<file path="src/design/mqs_pkg.sv">
package mqs_pkg;

	// ----------------------------------------------------------------
	// Register map
	// ----------------------------------------------------------------
	localparam logic [7:0] MQS_OFF_CTRL = 8'h00;   // Mode and control flags
	localparam logic [7:0] MQS_OFF_FPU = 8'h04;    // Stack top and tag word
	localparam logic [7:0] MQS_OFF_FAULT = 8'h08;  // Last fault record
	localparam logic [7:0] MQS_OFF_COUNT = 8'h0c;  // Stores issued

	// ----------------------------------------------------------------
	// Control register fields
	// ----------------------------------------------------------------
	localparam int MQS_CTRL_MODE_LSB = 0;   // Three bits of operating mode
	localparam int MQS_CTRL_ASIZE_LSB = 3;  // Two bits of address size
	localparam int MQS_CTRL_TS_BIT = 5;     // Task switched flag
	localparam int MQS_CTRL_EM_BIT = 6;     // Emulation flag
	localparam int MQS_CTRL_OSFX_BIT = 7;   // OS extended save support flag
	localparam int MQS_CTRL_SIMD_BIT = 8;   // SIMD extension feature flag
	localparam int MQS_CTRL_AC_BIT = 9;     // Alignment checking enabled
	localparam int MQS_CTRL_CPL_LSB = 10;   // Two bits of privilege level
	localparam logic [31:0] MQS_CTRL_RST = 32'h0000_0180;

	// ----------------------------------------------------------------
	// Stack state register fields
	// ----------------------------------------------------------------
	localparam int MQS_FPU_TOP_LSB = 0;     // Three bits of stack top
	localparam int MQS_FPU_TAG_LSB = 3;     // Sixteen bits of tag word
	localparam logic [2:0] MQS_TOP_RST = 3'h0;
	localparam logic [15:0] MQS_TAG_RST = 16'hffff;
	localparam logic [2:0] MQS_TOP_MMX = 3'h0;
	localparam logic [15:0] MQS_TAG_VALID = 16'h0000;

	// ----------------------------------------------------------------
	// Limits and fault vectors
	// ----------------------------------------------------------------
	localparam logic [63:0] MQS_REAL_LIMIT = 64'h0000_0000_0000_ffff;
	localparam logic [63:0] MQS_OPND_LAST = 64'h0000_0000_0000_0007;
	localparam logic [1:0] MQS_MOD_REG = 2'h3;
	localparam logic [1:0] MQS_CPL_USER = 2'h3;
	localparam logic [7:0] MQS_VEC_UD = 8'h06;
	localparam logic [7:0] MQS_VEC_NM = 8'h07;
	localparam logic [7:0] MQS_VEC_SS = 8'h0c;
	localparam logic [7:0] MQS_VEC_GP = 8'h0d;
	localparam logic [7:0] MQS_VEC_PF = 8'h0e;
	localparam logic [7:0] MQS_VEC_MF = 8'h10;
	localparam logic [7:0] MQS_VEC_AC = 8'h11;

	// Operating modes
	typedef enum logic [2:0] {
		MQS_REAL = 3'h0,
		MQS_V86 = 3'h1,
		MQS_PROT = 3'h2,
		MQS_COMPAT = 3'h3,
		MQS_LONG = 3'h4
	} mqs_mode_t;

	// Address size attribute
	localparam logic [1:0] MQS_AS16 = 2'h0;
	localparam logic [1:0] MQS_AS32 = 2'h1;

	// Sequencer states
	typedef enum logic [3:0] {
		MQS_IDLE = 4'b0001,
		MQS_CHECK = 4'b0010,
		MQS_STORE = 4'b0100,
		MQS_DONE = 4'b1000
	} mqs_state_t;

endpackage : mqs_pkg

</file>
<file path="src/design/mqs_lane.sv">
`timescale 1ns/10ps
// ------------------------------------------------------------------
// One byte lane: top bit of the mask byte gives the lane enable for the source byte
// ------------------------------------------------------------------
module mqs_lane
	import mqs_pkg::*;
(
	input wire logic [7:0] src_byte,
	input wire logic [7:0] mask_byte,
	output logic lane_en,
	output logic [7:0] lane_data
);

	// lane enable from mask top bit
	assign lane_en = mask_byte[7];
	// Data passes whole; the byte enable decides if it lands
	assign lane_data = src_byte;

endmodule : mqs_lane

</file>
<file path="src/design/mqs_fault_chk.sv">
`timescale 1ns/10ps
// ------------------------------------------------------------------
// Address forming and fault checks, purely combinational
// ------------------------------------------------------------------
module mqs_fault_chk
	import mqs_pkg::*;
(
	input wire logic [31:0] ctrl,
	input wire logic [1:0] mod_field,
	input wire logic lock_pfx,
	input wire logic fpu_pend,
	input wire logic [63:0] dst_index,
	input wire logic [63:0] seg_base,
	input wire logic [31:0] seg_limit,
	input wire logic seg_null,
	input wire logic seg_wr,
	input wire logic seg_ss,
	output logic fault,
	output logic [7:0] vector,
	output logic [63:0] lin_addr
);

	mqs_mode_t mode;
	logic [1:0] asize;
	logic [63:0] offs;      // Effective offset at address size
	logic [63:0] last;      // Offset of the last operand byte
	logic ud;
	logic canon_ok;
	logic seg_bad;
	logic lim_bad;
	logic ac;

	always_comb begin
		mode = mqs_mode_t'(ctrl[MQS_CTRL_MODE_LSB +: 3]);
		asize = ctrl[MQS_CTRL_ASIZE_LSB +: 2];
		if (asize == MQS_AS16) begin
			offs = {48'h0, dst_index[15:0]};
		end else if (asize == MQS_AS32) begin
			offs = {32'h0, dst_index[31:0]};
		end else begin
			offs = dst_index;
		end
		last = offs + MQS_OPND_LAST;
		// full wide index in 64-bit mode
		if (mode == MQS_LONG) begin
			lin_addr = seg_base + dst_index;
		end else begin
			lin_addr = {32'h0, seg_base[31:0] + offs[31:0]};
		end
		ud = ctrl[MQS_CTRL_EM_BIT] | ~ctrl[MQS_CTRL_SIMD_BIT] | lock_pfx;
		if (mode == MQS_PROT || mode == MQS_COMPAT || mode == MQS_LONG) begin
			ud = ud | (mod_field != MQS_MOD_REG);
		end
		// extended save support off is invalid in real, virtual-8086 and 64-bit modes
		if (mode == MQS_REAL || mode == MQS_V86 || mode == MQS_LONG) begin
			ud = ud | ~ctrl[MQS_CTRL_OSFX_BIT];
		end
		canon_ok = (lin_addr[63:47] == {17{lin_addr[47]}});
		// Segment checks never look at the mask, so zero masks fault too
		seg_bad = 1'b0;
		lim_bad = 1'b0;
		case (mode)
			// real mode range 0 to ffff
			MQS_REAL, MQS_V86: begin
				seg_bad = (last > MQS_REAL_LIMIT);
			end
			MQS_PROT, MQS_COMPAT: begin
				lim_bad = (last > {32'h0, seg_limit});
				seg_bad = lim_bad | ~seg_wr | (seg_null & ~seg_ss);
			end
			MQS_LONG: begin
				lim_bad = ~canon_ok;
				seg_bad = lim_bad;
			end
			default: begin
				seg_bad = 1'b0;
			end
		endcase
		ac = ctrl[MQS_CTRL_AC_BIT] & (lin_addr[2:0] != 3'h0)
			& (ctrl[MQS_CTRL_CPL_LSB +: 2] == MQS_CPL_USER) & (mode != MQS_REAL);
		if (mode == MQS_V86) begin
			ac = ctrl[MQS_CTRL_AC_BIT] & (lin_addr[2:0] != 3'h0);
		end
		// Priority: opcode, device, pending error, segment, alignment
		fault = 1'b1;
		if (ud) begin
			vector = MQS_VEC_UD;
		end else if (ctrl[MQS_CTRL_TS_BIT]) begin
			vector = MQS_VEC_NM;
		end else if (fpu_pend) begin
			vector = MQS_VEC_MF;
		end else if (lim_bad && seg_ss && mode != MQS_REAL && mode != MQS_V86) begin
			vector = MQS_VEC_SS;
		end else if (seg_bad) begin
			vector = MQS_VEC_GP;
		end else if (ac) begin
			vector = MQS_VEC_AC;
		end else begin
			fault = 1'b0;
			vector = 8'h00;
		end
	end

endmodule : mqs_fault_chk

</file>
<file path="src/design/mqs_store.sv">
`timescale 1ns/10ps
// Overview of operation
// - Store mask-selected bytes of 64-bit source
// - Mask byte top bit enables each lane
// - Legacy address: data segment plus index
// - 64-bit mode uses full wide index
// - Lane k lands at base plus k
// - Store carries non-temporal write-combining hint
// - Set stack top zero, tags valid
// - Zero mask: no write, state still moves
// - Zero mask skips breakpoints and type semantics
// - No read for ownership of line
// - Protected general protection segment faults
// - Protected stack fault on illegal address
// - Task switched flag gives device fault
// - Pending floating error faults after opcode and device checks
// - Invalid opcode: emulation, feature, mod, lock
// - Real mode range and save flag
// - Alignment fault outside real mode at privilege three, at any privilege in virtual-8086
// - Virtual-8086 uses real checks plus more
// - Page fault may come from memory
// - 64-bit non-canonical address faults
// - Source from reg, mask from r/m
module mqs_store
	import mqs_pkg::*;
(
	input wire logic clk,
	input wire logic srst,
	// Register port
	input wire logic [7:0] reg_addr,
	input wire logic [31:0] reg_wdata,
	input wire logic reg_wr,
	input wire logic reg_rd,
	output logic [31:0] reg_rdata,
	// Instruction pipeline side
	input wire logic op_valid,
	output logic op_ready,
	input wire logic [63:0] op_src,
	input wire logic [63:0] op_mask,
	input wire logic [1:0] op_mod,
	input wire logic op_lock,
	input wire logic op_fpu_pend,
	input wire logic [63:0] op_dst_index,
	input wire logic [63:0] op_seg_base,
	input wire logic [31:0] op_seg_limit,
	input wire logic op_seg_null,
	input wire logic op_seg_wr,
	input wire logic op_seg_ss,
	// Results to the pipeline
	output logic done_valid,
	output logic fault_valid,
	output logic [7:0] fault_vector,
	output logic [31:0] fault_code,
	// Stack state
	output logic [2:0] fpu_top,
	output logic [15:0] fpu_tag,
	// Memory subsystem side
	output logic mem_req,
	output logic [63:0] mem_addr,
	output logic [63:0] mem_wdata,
	output logic [7:0] mem_be,
	output logic mem_wc_hint,
	output logic mem_no_rfo,
	input wire logic mem_ack,
	input wire logic mem_pf,
	input wire logic [31:0] mem_pf_code
);

	// ----------------------------------------------------------------
	// State record
	// ----------------------------------------------------------------
	typedef struct packed {
		mqs_state_t st;          // Sequencer state
		logic [31:0] ctrl;       // Mode and control flags
		logic [2:0] top;         // Stack top pointer
		logic [15:0] tag;        // Tag word
		// Captured operands
		logic [63:0] src;        // Captured source operand
		logic [63:0] mask;       // Captured mask operand
		logic [1:0] mod;         // Captured mod field
		logic lock;              // Lock prefix seen
		logic pend;              // Floating error pending
		logic [63:0] didx;       // Destination index
		logic [63:0] base;       // Data segment base
		logic [31:0] limit;      // Data segment limit
		logic snull;             // Null selector
		logic swr;               // Segment writable
		logic sss;               // Reference through stack segment
		// Pipeline results
		logic ready;             // Pipeline may issue
		logic done;              // Completion pulse
		logic fault;             // Fault pulse
		logic [7:0] vec;         // Fault vector
		logic [31:0] code;       // Fault error code
		// Memory request
		logic req;               // Store request level
		logic [63:0] addr;       // Store address
		logic [63:0] wdata;      // Store data
		logic [7:0] be;          // Store byte enables
		// Register side
		logic [31:0] rdata;      // Register read data
		logic [31:0] flog;       // Last fault record
		logic [31:0] count;      // Stores issued
	} mqs_regs_t;

	mqs_regs_t r_reg;
	mqs_regs_t r_next;

	// Checker results, valid while in the check state
	logic chk_fault;
	logic [7:0] chk_vec;
	logic [63:0] chk_addr;
	// Lane outputs
	logic [7:0] lane_en;
	logic [63:0] lane_data;

	// ----------------------------------------------------------------
	// Byte lanes
	// ----------------------------------------------------------------
	// Eight identical lanes
	genvar gi;
	generate
		for (gi = 0; gi < 8; gi++) begin : g_lane
			mqs_lane u_lane (
				.src_byte(r_reg.src[8*gi +: 8]),
				.mask_byte(r_reg.mask[8*gi +: 8]),
				.lane_en(lane_en[gi]),
				.lane_data(lane_data[8*gi +: 8])
			);
		end
	endgenerate

	// ----------------------------------------------------------------
	// Fault checker
	// ----------------------------------------------------------------
	// Reads the captured copies only
	mqs_fault_chk u_chk (
		.ctrl(r_reg.ctrl),
		.mod_field(r_reg.mod),
		.lock_pfx(r_reg.lock),
		.fpu_pend(r_reg.pend),
		.dst_index(r_reg.didx),
		.seg_base(r_reg.base),
		.seg_limit(r_reg.limit),
		.seg_null(r_reg.snull),
		.seg_wr(r_reg.swr),
		.seg_ss(r_reg.sss),
		.fault(chk_fault),
		.vector(chk_vec),
		.lin_addr(chk_addr)
	);

	// ----------------------------------------------------------------
	// Next state
	// ----------------------------------------------------------------
	always_comb begin
		r_next = r_reg;

		// Pulses last one cycle
		r_next.done = 1'b0;
		r_next.fault = 1'b0;
		r_next.rdata = 32'h0;

		// Software writes come first so that hardware updates win
		if (reg_wr) begin
			case (reg_addr)
				MQS_OFF_CTRL: begin
					r_next.ctrl = reg_wdata;
				end
				MQS_OFF_FPU: begin
					r_next.top = reg_wdata[MQS_FPU_TOP_LSB +: 3];
					r_next.tag = reg_wdata[MQS_FPU_TAG_LSB +: 16];
				end
				MQS_OFF_FAULT: begin
					r_next.flog = 32'h0;
				end
				MQS_OFF_COUNT: begin
					r_next.count = 32'h0;
				end
				default: begin
					// Unmapped writes are dropped
				end
			endcase
		end

		// Read data stand in the cycle after the strobe
		if (reg_rd) begin
			case (reg_addr)
				MQS_OFF_CTRL: begin
					r_next.rdata = r_reg.ctrl;
				end
				MQS_OFF_FPU: begin
					r_next.rdata = {13'h0, r_reg.tag, r_reg.top};
				end
				MQS_OFF_FAULT: begin
					r_next.rdata = r_reg.flog;
				end
				MQS_OFF_COUNT: begin
					r_next.rdata = r_reg.count;
				end
				default: begin
					// Unmapped reads return zero
					r_next.rdata = 32'h0;
				end
			endcase
		end

		case (r_reg.st)
			// Wait for an instruction from the pipeline
			MQS_IDLE: begin
				// Operands held still for the checks
				if (op_valid) begin
					r_next.src = op_src;
					r_next.mask = op_mask;
					r_next.mod = op_mod;
					r_next.lock = op_lock;
					r_next.pend = op_fpu_pend;
					r_next.didx = op_dst_index;
					r_next.base = op_seg_base;
					r_next.limit = op_seg_limit;
					r_next.snull = op_seg_null;
					r_next.swr = op_seg_wr;
					r_next.sss = op_seg_ss;

					r_next.ready = 1'b0;
					r_next.st = MQS_CHECK;
				end
			end

			// Checks settle on captured operands
			MQS_CHECK: begin
				if (chk_fault) begin
					// Checker fault leaves stack state alone
					r_next.fault = 1'b1;
					r_next.vec = chk_vec;
					r_next.code = 32'h0;
					r_next.flog = {24'h0, chk_vec};

					r_next.st = MQS_DONE;
				end else begin
					r_next.top = MQS_TOP_MMX;
					r_next.tag = MQS_TAG_VALID;

					// so no breakpoint or type action
					if (lane_en == 8'h00) begin
						r_next.done = 1'b1;
						r_next.st = MQS_DONE;
					end else begin
						r_next.req = 1'b1;
						// lane k at base plus k
						r_next.addr = chk_addr;
						r_next.wdata = lane_data;
						r_next.be = lane_en;
						r_next.st = MQS_STORE;
					end
				end
			end

			// Hold the request until memory takes it
			MQS_STORE: begin
				if (mem_ack) begin
					r_next.req = 1'b0;
					// Counted even on a page fault
					r_next.count = r_next.count + 32'h1;

					// memory may answer with a page fault
					if (mem_pf) begin
						r_next.fault = 1'b1;
						r_next.vec = MQS_VEC_PF;
						r_next.code = mem_pf_code;
						r_next.flog = {24'h0, MQS_VEC_PF};
					end else begin
						r_next.done = 1'b1;
					end
					r_next.st = MQS_DONE;
				end
			end

			// One cycle of rest before the next issue
			MQS_DONE: begin
				r_next.ready = 1'b1;
				r_next.st = MQS_IDLE;
			end

			default: begin
				// Unknown code: drop request, go idle
				r_next.req = 1'b0;
				r_next.ready = 1'b1;
				r_next.st = MQS_IDLE;
			end
		endcase
	end

	// ----------------------------------------------------------------
	// State register
	// ----------------------------------------------------------------
	always_ff @(posedge clk) begin
		if (srst) begin
			// Clear all, then the non-zero resets
			r_reg <= '0;
			r_reg.st <= MQS_IDLE;
			r_reg.ctrl <= MQS_CTRL_RST;
			r_reg.top <= MQS_TOP_RST;
			r_reg.tag <= MQS_TAG_RST;
			r_reg.ready <= 1'b1;
		end else begin
			r_reg <= r_next;
		end
	end

	// ----------------------------------------------------------------
	// Outputs, all from the state record
	// ----------------------------------------------------------------
	// Register port
	assign reg_rdata = r_reg.rdata;

	// Pipeline side
	assign op_ready = r_reg.ready;
	assign done_valid = r_reg.done;
	assign fault_valid = r_reg.fault;
	assign fault_vector = r_reg.vec;
	assign fault_code = r_reg.code;
	// Stack state
	assign fpu_top = r_reg.top;
	assign fpu_tag = r_reg.tag;

	// Memory side
	assign mem_req = r_reg.req;
	assign mem_addr = r_reg.addr;
	assign mem_wdata = r_reg.wdata;
	assign mem_be = r_reg.be;
	assign mem_wc_hint = r_reg.req;
	// no ownership read of the line
	assign mem_no_rfo = r_reg.req;

endmodule : mqs_store

</file>
<file path="config.mk">
export PLATFORM = sky130hd
export DESIGN_NAME = mqs_store
export DESIGN_NICKNAME = d
export VERILOG_FILES = /design/src/design/mqs_pkg.sv /design/src/design/mqs_lane.sv /design/src/design/mqs_fault_chk.sv /design/src/design/mqs_store.sv
export SDC_FILE = /design/constraint.sdc
export NUM_CORES = 1
export LEC_CHECK = 0
export BUFFER_PORTS_ARGS = -buffer_cell sky130_fd_sc_hd__clkbuf_2
export CORE_MARGIN = 4
export CORE_UTILIZATION = 51
export CTS_CLUSTER_DIAMETER = 40
export DETAILED_ROUTE_END_ITERATION = 10
export PLACE_DENSITY = 0.77
export SLEW_MARGIN = 30
export SYNTH_ARGS = -nofsm -noshare
export SYNTH_HDL_FRONTEND = slang
export SYNTH_HIERARCHICAL = 1
export SYNTH_SLANG_ARGS = --single-unit
</file>
<file path="constraint.sdc">
create_clock -name clk -period 5.4 [get_ports clk]
set_input_delay 1.08 -clock clk [delete_from_list [all_inputs] [get_ports clk]]
set_output_delay 1.08 -clock clk [all_outputs]
set_load 0.02 [all_outputs]
</file>
* After elaboration in Yosys (flattened, before gate mapping)
Cells that the tools add are included.
** Storage, ports and cells
- Logic and storage cells :: 151
- Flip-flop bits (word level) :: 626
** Cells by class
- Add/sub/neg operators :: 4
- Mux-type cells :: 50
- Reductions and logical operators :: 26
- Bitwise logic cells :: 20
- Equal/unequal tests :: 22
- Order comparisons :: 2
** Operators by type and width (count)
- $mux W64 :: 5
- $mux W137 :: 2
- $mux W32 :: 5
- $pmux W32 S4 :: 1
- $pmux W42 S2 :: 1
- $mux W41 :: 2
- $mux W19 :: 4
- $add A64 B3 Y64 const B :: 1
- $add A64 B64 Y64 :: 1
- $gt A64 B16 Y1 const B :: 1
- $gt A64 B32 Y1 :: 1
- $pmux W32 S2 :: 1
- $mux W43 :: 1
- $mux W8 :: 5
- $add A32 B1 Y32 const B :: 1
- $add A32 B32 Y32 :: 1
- $eq A16 B16 Y1 :: 1
- $eq A8 B4 Y1 const B :: 2
- $logic_not A8 Y1 :: 2
- $mux W4 :: 4
- $ne A2 B2 Y1 const B :: 7
- $mux W1 :: 13
- $pmux W4 S3 :: 1
- $not A1 Y1 :: 10
- 26 further kinds :: 51

* Logic depth before layout (Yosys ltp)
- Depth after elaboration :: 18
- Mapped depth :: 28

* Hierarchy
Netlist, hierarchy kept.
** Modules (own cells, without submodules)
- mqs_store :: sequential area each 12532.0 sq um, cells each 3001, area an instance 24099.4 sq um, instances 1
- mqs_fault_chk :: sequential area each 0.0 sq um, cells each 1246, area an instance 7900.1 sq um, instances 1
- mqs_lane :: sequential area each 0.0 sq um, cells each 9, area an instance 67.6 sq um, instances 8

* Least setup slack after synthesis
No wires, ideal clock.
- Path type :: reg2reg
- Start :: register r_reg[375] (netlist name)
- End :: register r_reg[43] (netlist name)
- Arrival :: 5304 ps
- Period minus slack after synthesis :: 5364 ps
- Path slack :: 36 ps
- Required time :: 5341 ps
- Cell stages (with the launch flop) :: 27
- Setup time :: 59 ps
- Cells stage by stage :: dfxtp_1 o311ai_2 nor2_1 and3_1 buf_2 and3_1 and3_1 xnor2_1 nor2_1 ha_1 nand2_1 nor2_1 a211oi_1 o21ai_0 a2111oi_0 nor2_1 o311a_1 or4_1 nor3_2 o21ai_1 nor3b_2 nand3_1 nand2_1 and2_1 nor3b_1 clkbuf_1 and2_1
** On the way
- Longest elaborated chain between the ends :: 17
- Elaborated cells between the ends (all ways) :: 30
** RTL lines
- from (decl) :: line mqs_store.sv:106 : mqs_regs_t r_reg;
- from (signal assigned) :: line mqs_store.sv:307 : r_reg <= r_next;
- branches (longest 11 deep; another with $add A64 B3 Y64)
- $mux W1 * :: line mqs_fault_chk.sv:92 : end else if (lim_bad && seg_ss && mode != MQS_REAL && mode != MQS_V86) begin
- $mux W1 * :: line mqs_fault_chk.sv:90 : end else if (fpu_pend) begin
- $mux W1 * :: line mqs_fault_chk.sv:88 : end else if (ctrl[MQS_CTRL_TS_BIT]) begin
- $mux W1 * :: line mqs_fault_chk.sv:86 : if (ud) begin
- net chk_fault :: line mqs_store.sv:110 : logic chk_fault;
- $mux W32 * :: line mqs_store.sv:232 : if (chk_fault) begin
- $pmux W32 S2 * :: line mqs_store.sv:208 : case (r_reg.st)
Mark *: on every way through the listed nets, which the timed path passes.
A chain may end at the register's enable or synchronous reset.

* Final worst setup path
- Start :: register r_reg[376] (netlist name)
- End :: register r_reg (netlist bit mem_wdata[36])
** On the way
- Elaborated cells between the ends (all ways) :: 30
** RTL lines
- $add A64 B64 Y64 * :: line mqs_fault_chk.sv:46 : lin_addr = seg_base + dst_index;
- $mux W64 * :: line mqs_fault_chk.sv:45 : if (mode == MQS_LONG) begin
- net chk_addr[59] :: line mqs_store.sv:112 : logic [63:0] chk_addr;
- $eq A16 B16 Y1 * :: line mqs_fault_chk.sv:58 : canon_ok = (lin_addr[63:47] == {17{lin_addr[47]}});
- $not A1 Y1 * :: line mqs_fault_chk.sv:72 : lim_bad = ~canon_ok;
- $pmux W1 S2 :: line mqs_fault_chk.sv:62 : case (mode)
- $logic_and A1 B1 Y1 (3 in series) :: line mqs_fault_chk.sv:92
- $mux W1 * :: line mqs_fault_chk.sv:92
- $mux W1 * :: line mqs_fault_chk.sv:90
- $mux W1 * :: line mqs_fault_chk.sv:88
- $mux W1 * :: line mqs_fault_chk.sv:86
- net chk_fault :: line mqs_store.sv:110
- $not A1 Y1 (no source line) *
- $reduce_and A3 Y1 (no source line) *
The timed path passes the listed nets; every way through them passes the cells marked *.

==> metrics <==
hold path start r_reg[569]$_SDFFE_PP0P_; Worst IR Drop VDD 234 uV; Inst Count DP roughly 5100; Die Y approximately 250 um; htree depth 3; first-pass GRT wire length 149 mm; Gate Count Post-Synth around 4100; Logic pwr share around 14%; Overall Power between 0.01 and 0.015 W; Congestion Overflow GR 0; # setup viols final roughly 200; fraction of power spent switching nets ~29%; worst reg-to-reg path cell count 23; Min-Delay Path Class reg2reg; core area 59400 um^2; die width between 200 and 300 um; Avg Synthesized Cell Area roughly 7.5 um^2; setup ws final -249 ps; total track usage 28.9%; initial DRC count between 2000 and 3000; reg2reg start r_reg[376]$_SDFFE_PP0P_; crit start category register; Root Buffer clkbuf_16; flop-to-flop setup slack -250 ps; Reg area 11400 um^2; post-route insts no fill between 5000 and 6000; YS warnings 6; worst-path cell chain buf_6 -> buf_4 -> ha_1 -> a211oi_1 -> o21ai_0 -> o21ai_1 -> a21o_1 -> o21ai_0 -> and2_1 -> a31oi_1 -> xor2_1 -> nor2_1 -> or4_1 -> mux2i_1 -> o21ai_4 -> nor3b_4 -> nand3_4 -> nor3_4 -> buf_6 -> clkbuf_16 -> buf_12 -> nand2_4 -> a21oi_2; slew margin rel. between 20% and 30%; status finished with violations; Hold Path Sink mem_wdata[62]$_SDFFE_PP0P_; Lkg Pwr between 15 and 20 nW; failing checks setup timing; Clock Tree Buf Depth 3; max-capacitance violation count 0; Final Skew roughly 27 ps; area grow syn2layout 26.1%; CP max-delay cell or4_1; Hold Path Cell Cnt 2; starting density of the core 51.8%; largest net degree at the start of global routing around 210; TritonCTS sink count 570; crit path max fanout 8; cts hold-fix bufs 0; input/output buffers 550; Multi-input gate area about 17000 um^2; GP Congestion approximately 1.0; CTS tree built; Worst EP arrival 6190 ps; reg2reg end mem_wdata[36]$_SDFFE_PP0P_; antenna violations before repair 7; vias per cell between 5 and 6; HPWL after DPL 72.3 mm; Reg power frac between 30% and 40%; RSZ-0062 raised after global routing yes; FP Rows between 80 and 90; path type of the worst setup path reg2reg; die area between 60000 and 70000 um^2; routed len/inst about 20 um; Critical Path End Type register; Slew Viols, Final 0; num ports slightly above 600; PwrDens approximately 300 nW/um^2; Largest register FFs around 340; Worst-Margin Slew ~1100 ps; synthesized area slightly above 30000 um^2; filler instances 4827; CTS buffer count 85; final wirelength roughly 110 mm; DR vias between 30000 and 40000; post-route cell area about 39000 um^2; Clk network pwr share 47.4%; Skew-Pair Late Insertion Delay 630 ps; Fin. Hold Viols 0; share of post-route cells with drive strength above 1 between 20% and 30%; Reg clk slew, reported paths 60 ps; nets@finish 4996; switching power 0.00341 W; First-pass DRT Iterations 6; Area after DPL about 33000 um^2; Worst EP required approximately 5900 ps; final worst path period need about 5600 ps; final worst-path cycle share 105%; Fmax about 180 MHz; Final ANT Viol Nets 0; CP max stage delay roughly 520 ps; internal power roughly 0.0083 W; DRC viols 0; vias in the first global route roughly 28000
critical path: cells and delay by family (launching register included):
family	cells	cell delay, ps
mux	1	250
xor+xnor	1	230
fa+ha+maj	1	310
compound gates	8	2070
buf+inv	5	760
simple gates	7	1580
flops	1	340
how the worst max path moves through the flow:
stage	start	to	slack [ps]	cells past startpoint
global placement	r_reg[376]$_SDFFE_PP0P_	mem_wdata[46]$_SDFFE_PP0P_	-760	29
detailed placement	r_reg[375]$_SDFFE_PP0P_	mem_wdata[54]$_SDFFE_PP0P_	-840	29
floorplan	r_reg[375]$_SDFFE_PP0P_	r_reg[43]$_SDFF_PP0_	40	26
finish	r_reg[376]$_SDFFE_PP0P_	mem_wdata[36]$_SDFFE_PP0P_	-250	23
global route	r_reg[384]$_SDFFE_PP0P_	mem_addr[37]$_SDFFE_PP0P_	-460	28
CTS	r_reg[375]$_SDFFE_PP0P_	mem_wdata[26]$_SDFFE_PP0P_	-110	28
layer usage:
metal | GRT usage, % | wire [um] | up-vias | part of all wire (%)
met1 | 36.4 | 42000 | 14200 | 40
met5 | 0 | 13 | - | 0.012
met4 | 13.3 | 5660 | 2 | 5.4
met3 | 5.19 | 8150 | 316 | 7.7
met2 | 48.2 | 49900 | 1379 | 47
li1 | - | - | 14400 | -
layout make-up:
| type | instances | share of cell area, % |
|---|---|---|
| repair buffers | 877 | 15.3 |
| flip-flops and latches | 570 | 29.5 |
| clock buffers | 94 | 5.68 |
| clock inverters | 61 | 1.80 |
| multi-input cells | 2892 | 44.4 |
| diodes | 6 | 0.0388 |
| well taps | 773 | 2.50 |
| inverters | 82 | 0.795 |
metrics by stage:
step           setup slack, ps  utilization [%]  setup TNS [ps]  hold WS, ps
2_1_floorplan             36.4                -               0          430
3_5_place_dp              -843             56.3         -161970          442
4_1_cts                   -105             62.3           -9690          440
6_report                  -249             65.3          -31470          446
3_3_place_gp              -761             56.3         -144600          437
5_1_grt                   -461             65.3          -80000          451
power by group through the flow:
stage / clock network, W / logic [W] / registers (W)
6_report: 0.00555 / 0.00164 / 0.00453
5_1_grt: 0.00580 / 0.00177 / 0.00454
4_1_cts: 0.00560 / 0.00151 / 0.00451
3_5_place_dp: 0 / 0.00144 / 0.00460
3_3_place_gp: 0 / 0.00143 / 0.00459
2_1_floorplan: 0 / 0.000973 / 0.00457
timing repair:
item	in CTS	in global routing
buffers inserted	15	14
pin swaps	70	156
endpoints found under the setup margin	232	232
resized for setup	110	307
gates cloned	3	25
endpoints found under the hold margin	0	0
placed cells by master (no fill, tap or decap), types with 10 or more instances in the layout:
cell and instances:
o21a_1 14, inv_6 18, nand2_2 41, clkbuf_16 103, buf_4 266, nand2b_1 14
o21ai_0 73, inv_1 80, nor2b_1 12, and2_4 10, ha_1 111, nor2_1 229
a21o_1 38, a22oi_1 19, o21ai_1 11, buf_6 18, o31ai_1 14, clkbuf_2 549
buf_12 18, o21bai_1 36, a211oi_1 17, or3_1 23, xor2_1 63, nor4_1 15
a21oi_2 97, mux2_2 23, dfxtp_1 564, xnor2_1 64, nand4_1 71, nand3_1 83
mux2i_1 42, a21oi_1 515, inv_8 11, nand2_1 909, o211ai_1 14, and3_1 22
nand2_4 67, nor3_1 35, and2_1 46
Note: power is estimated with default switching activity, not from simulation.
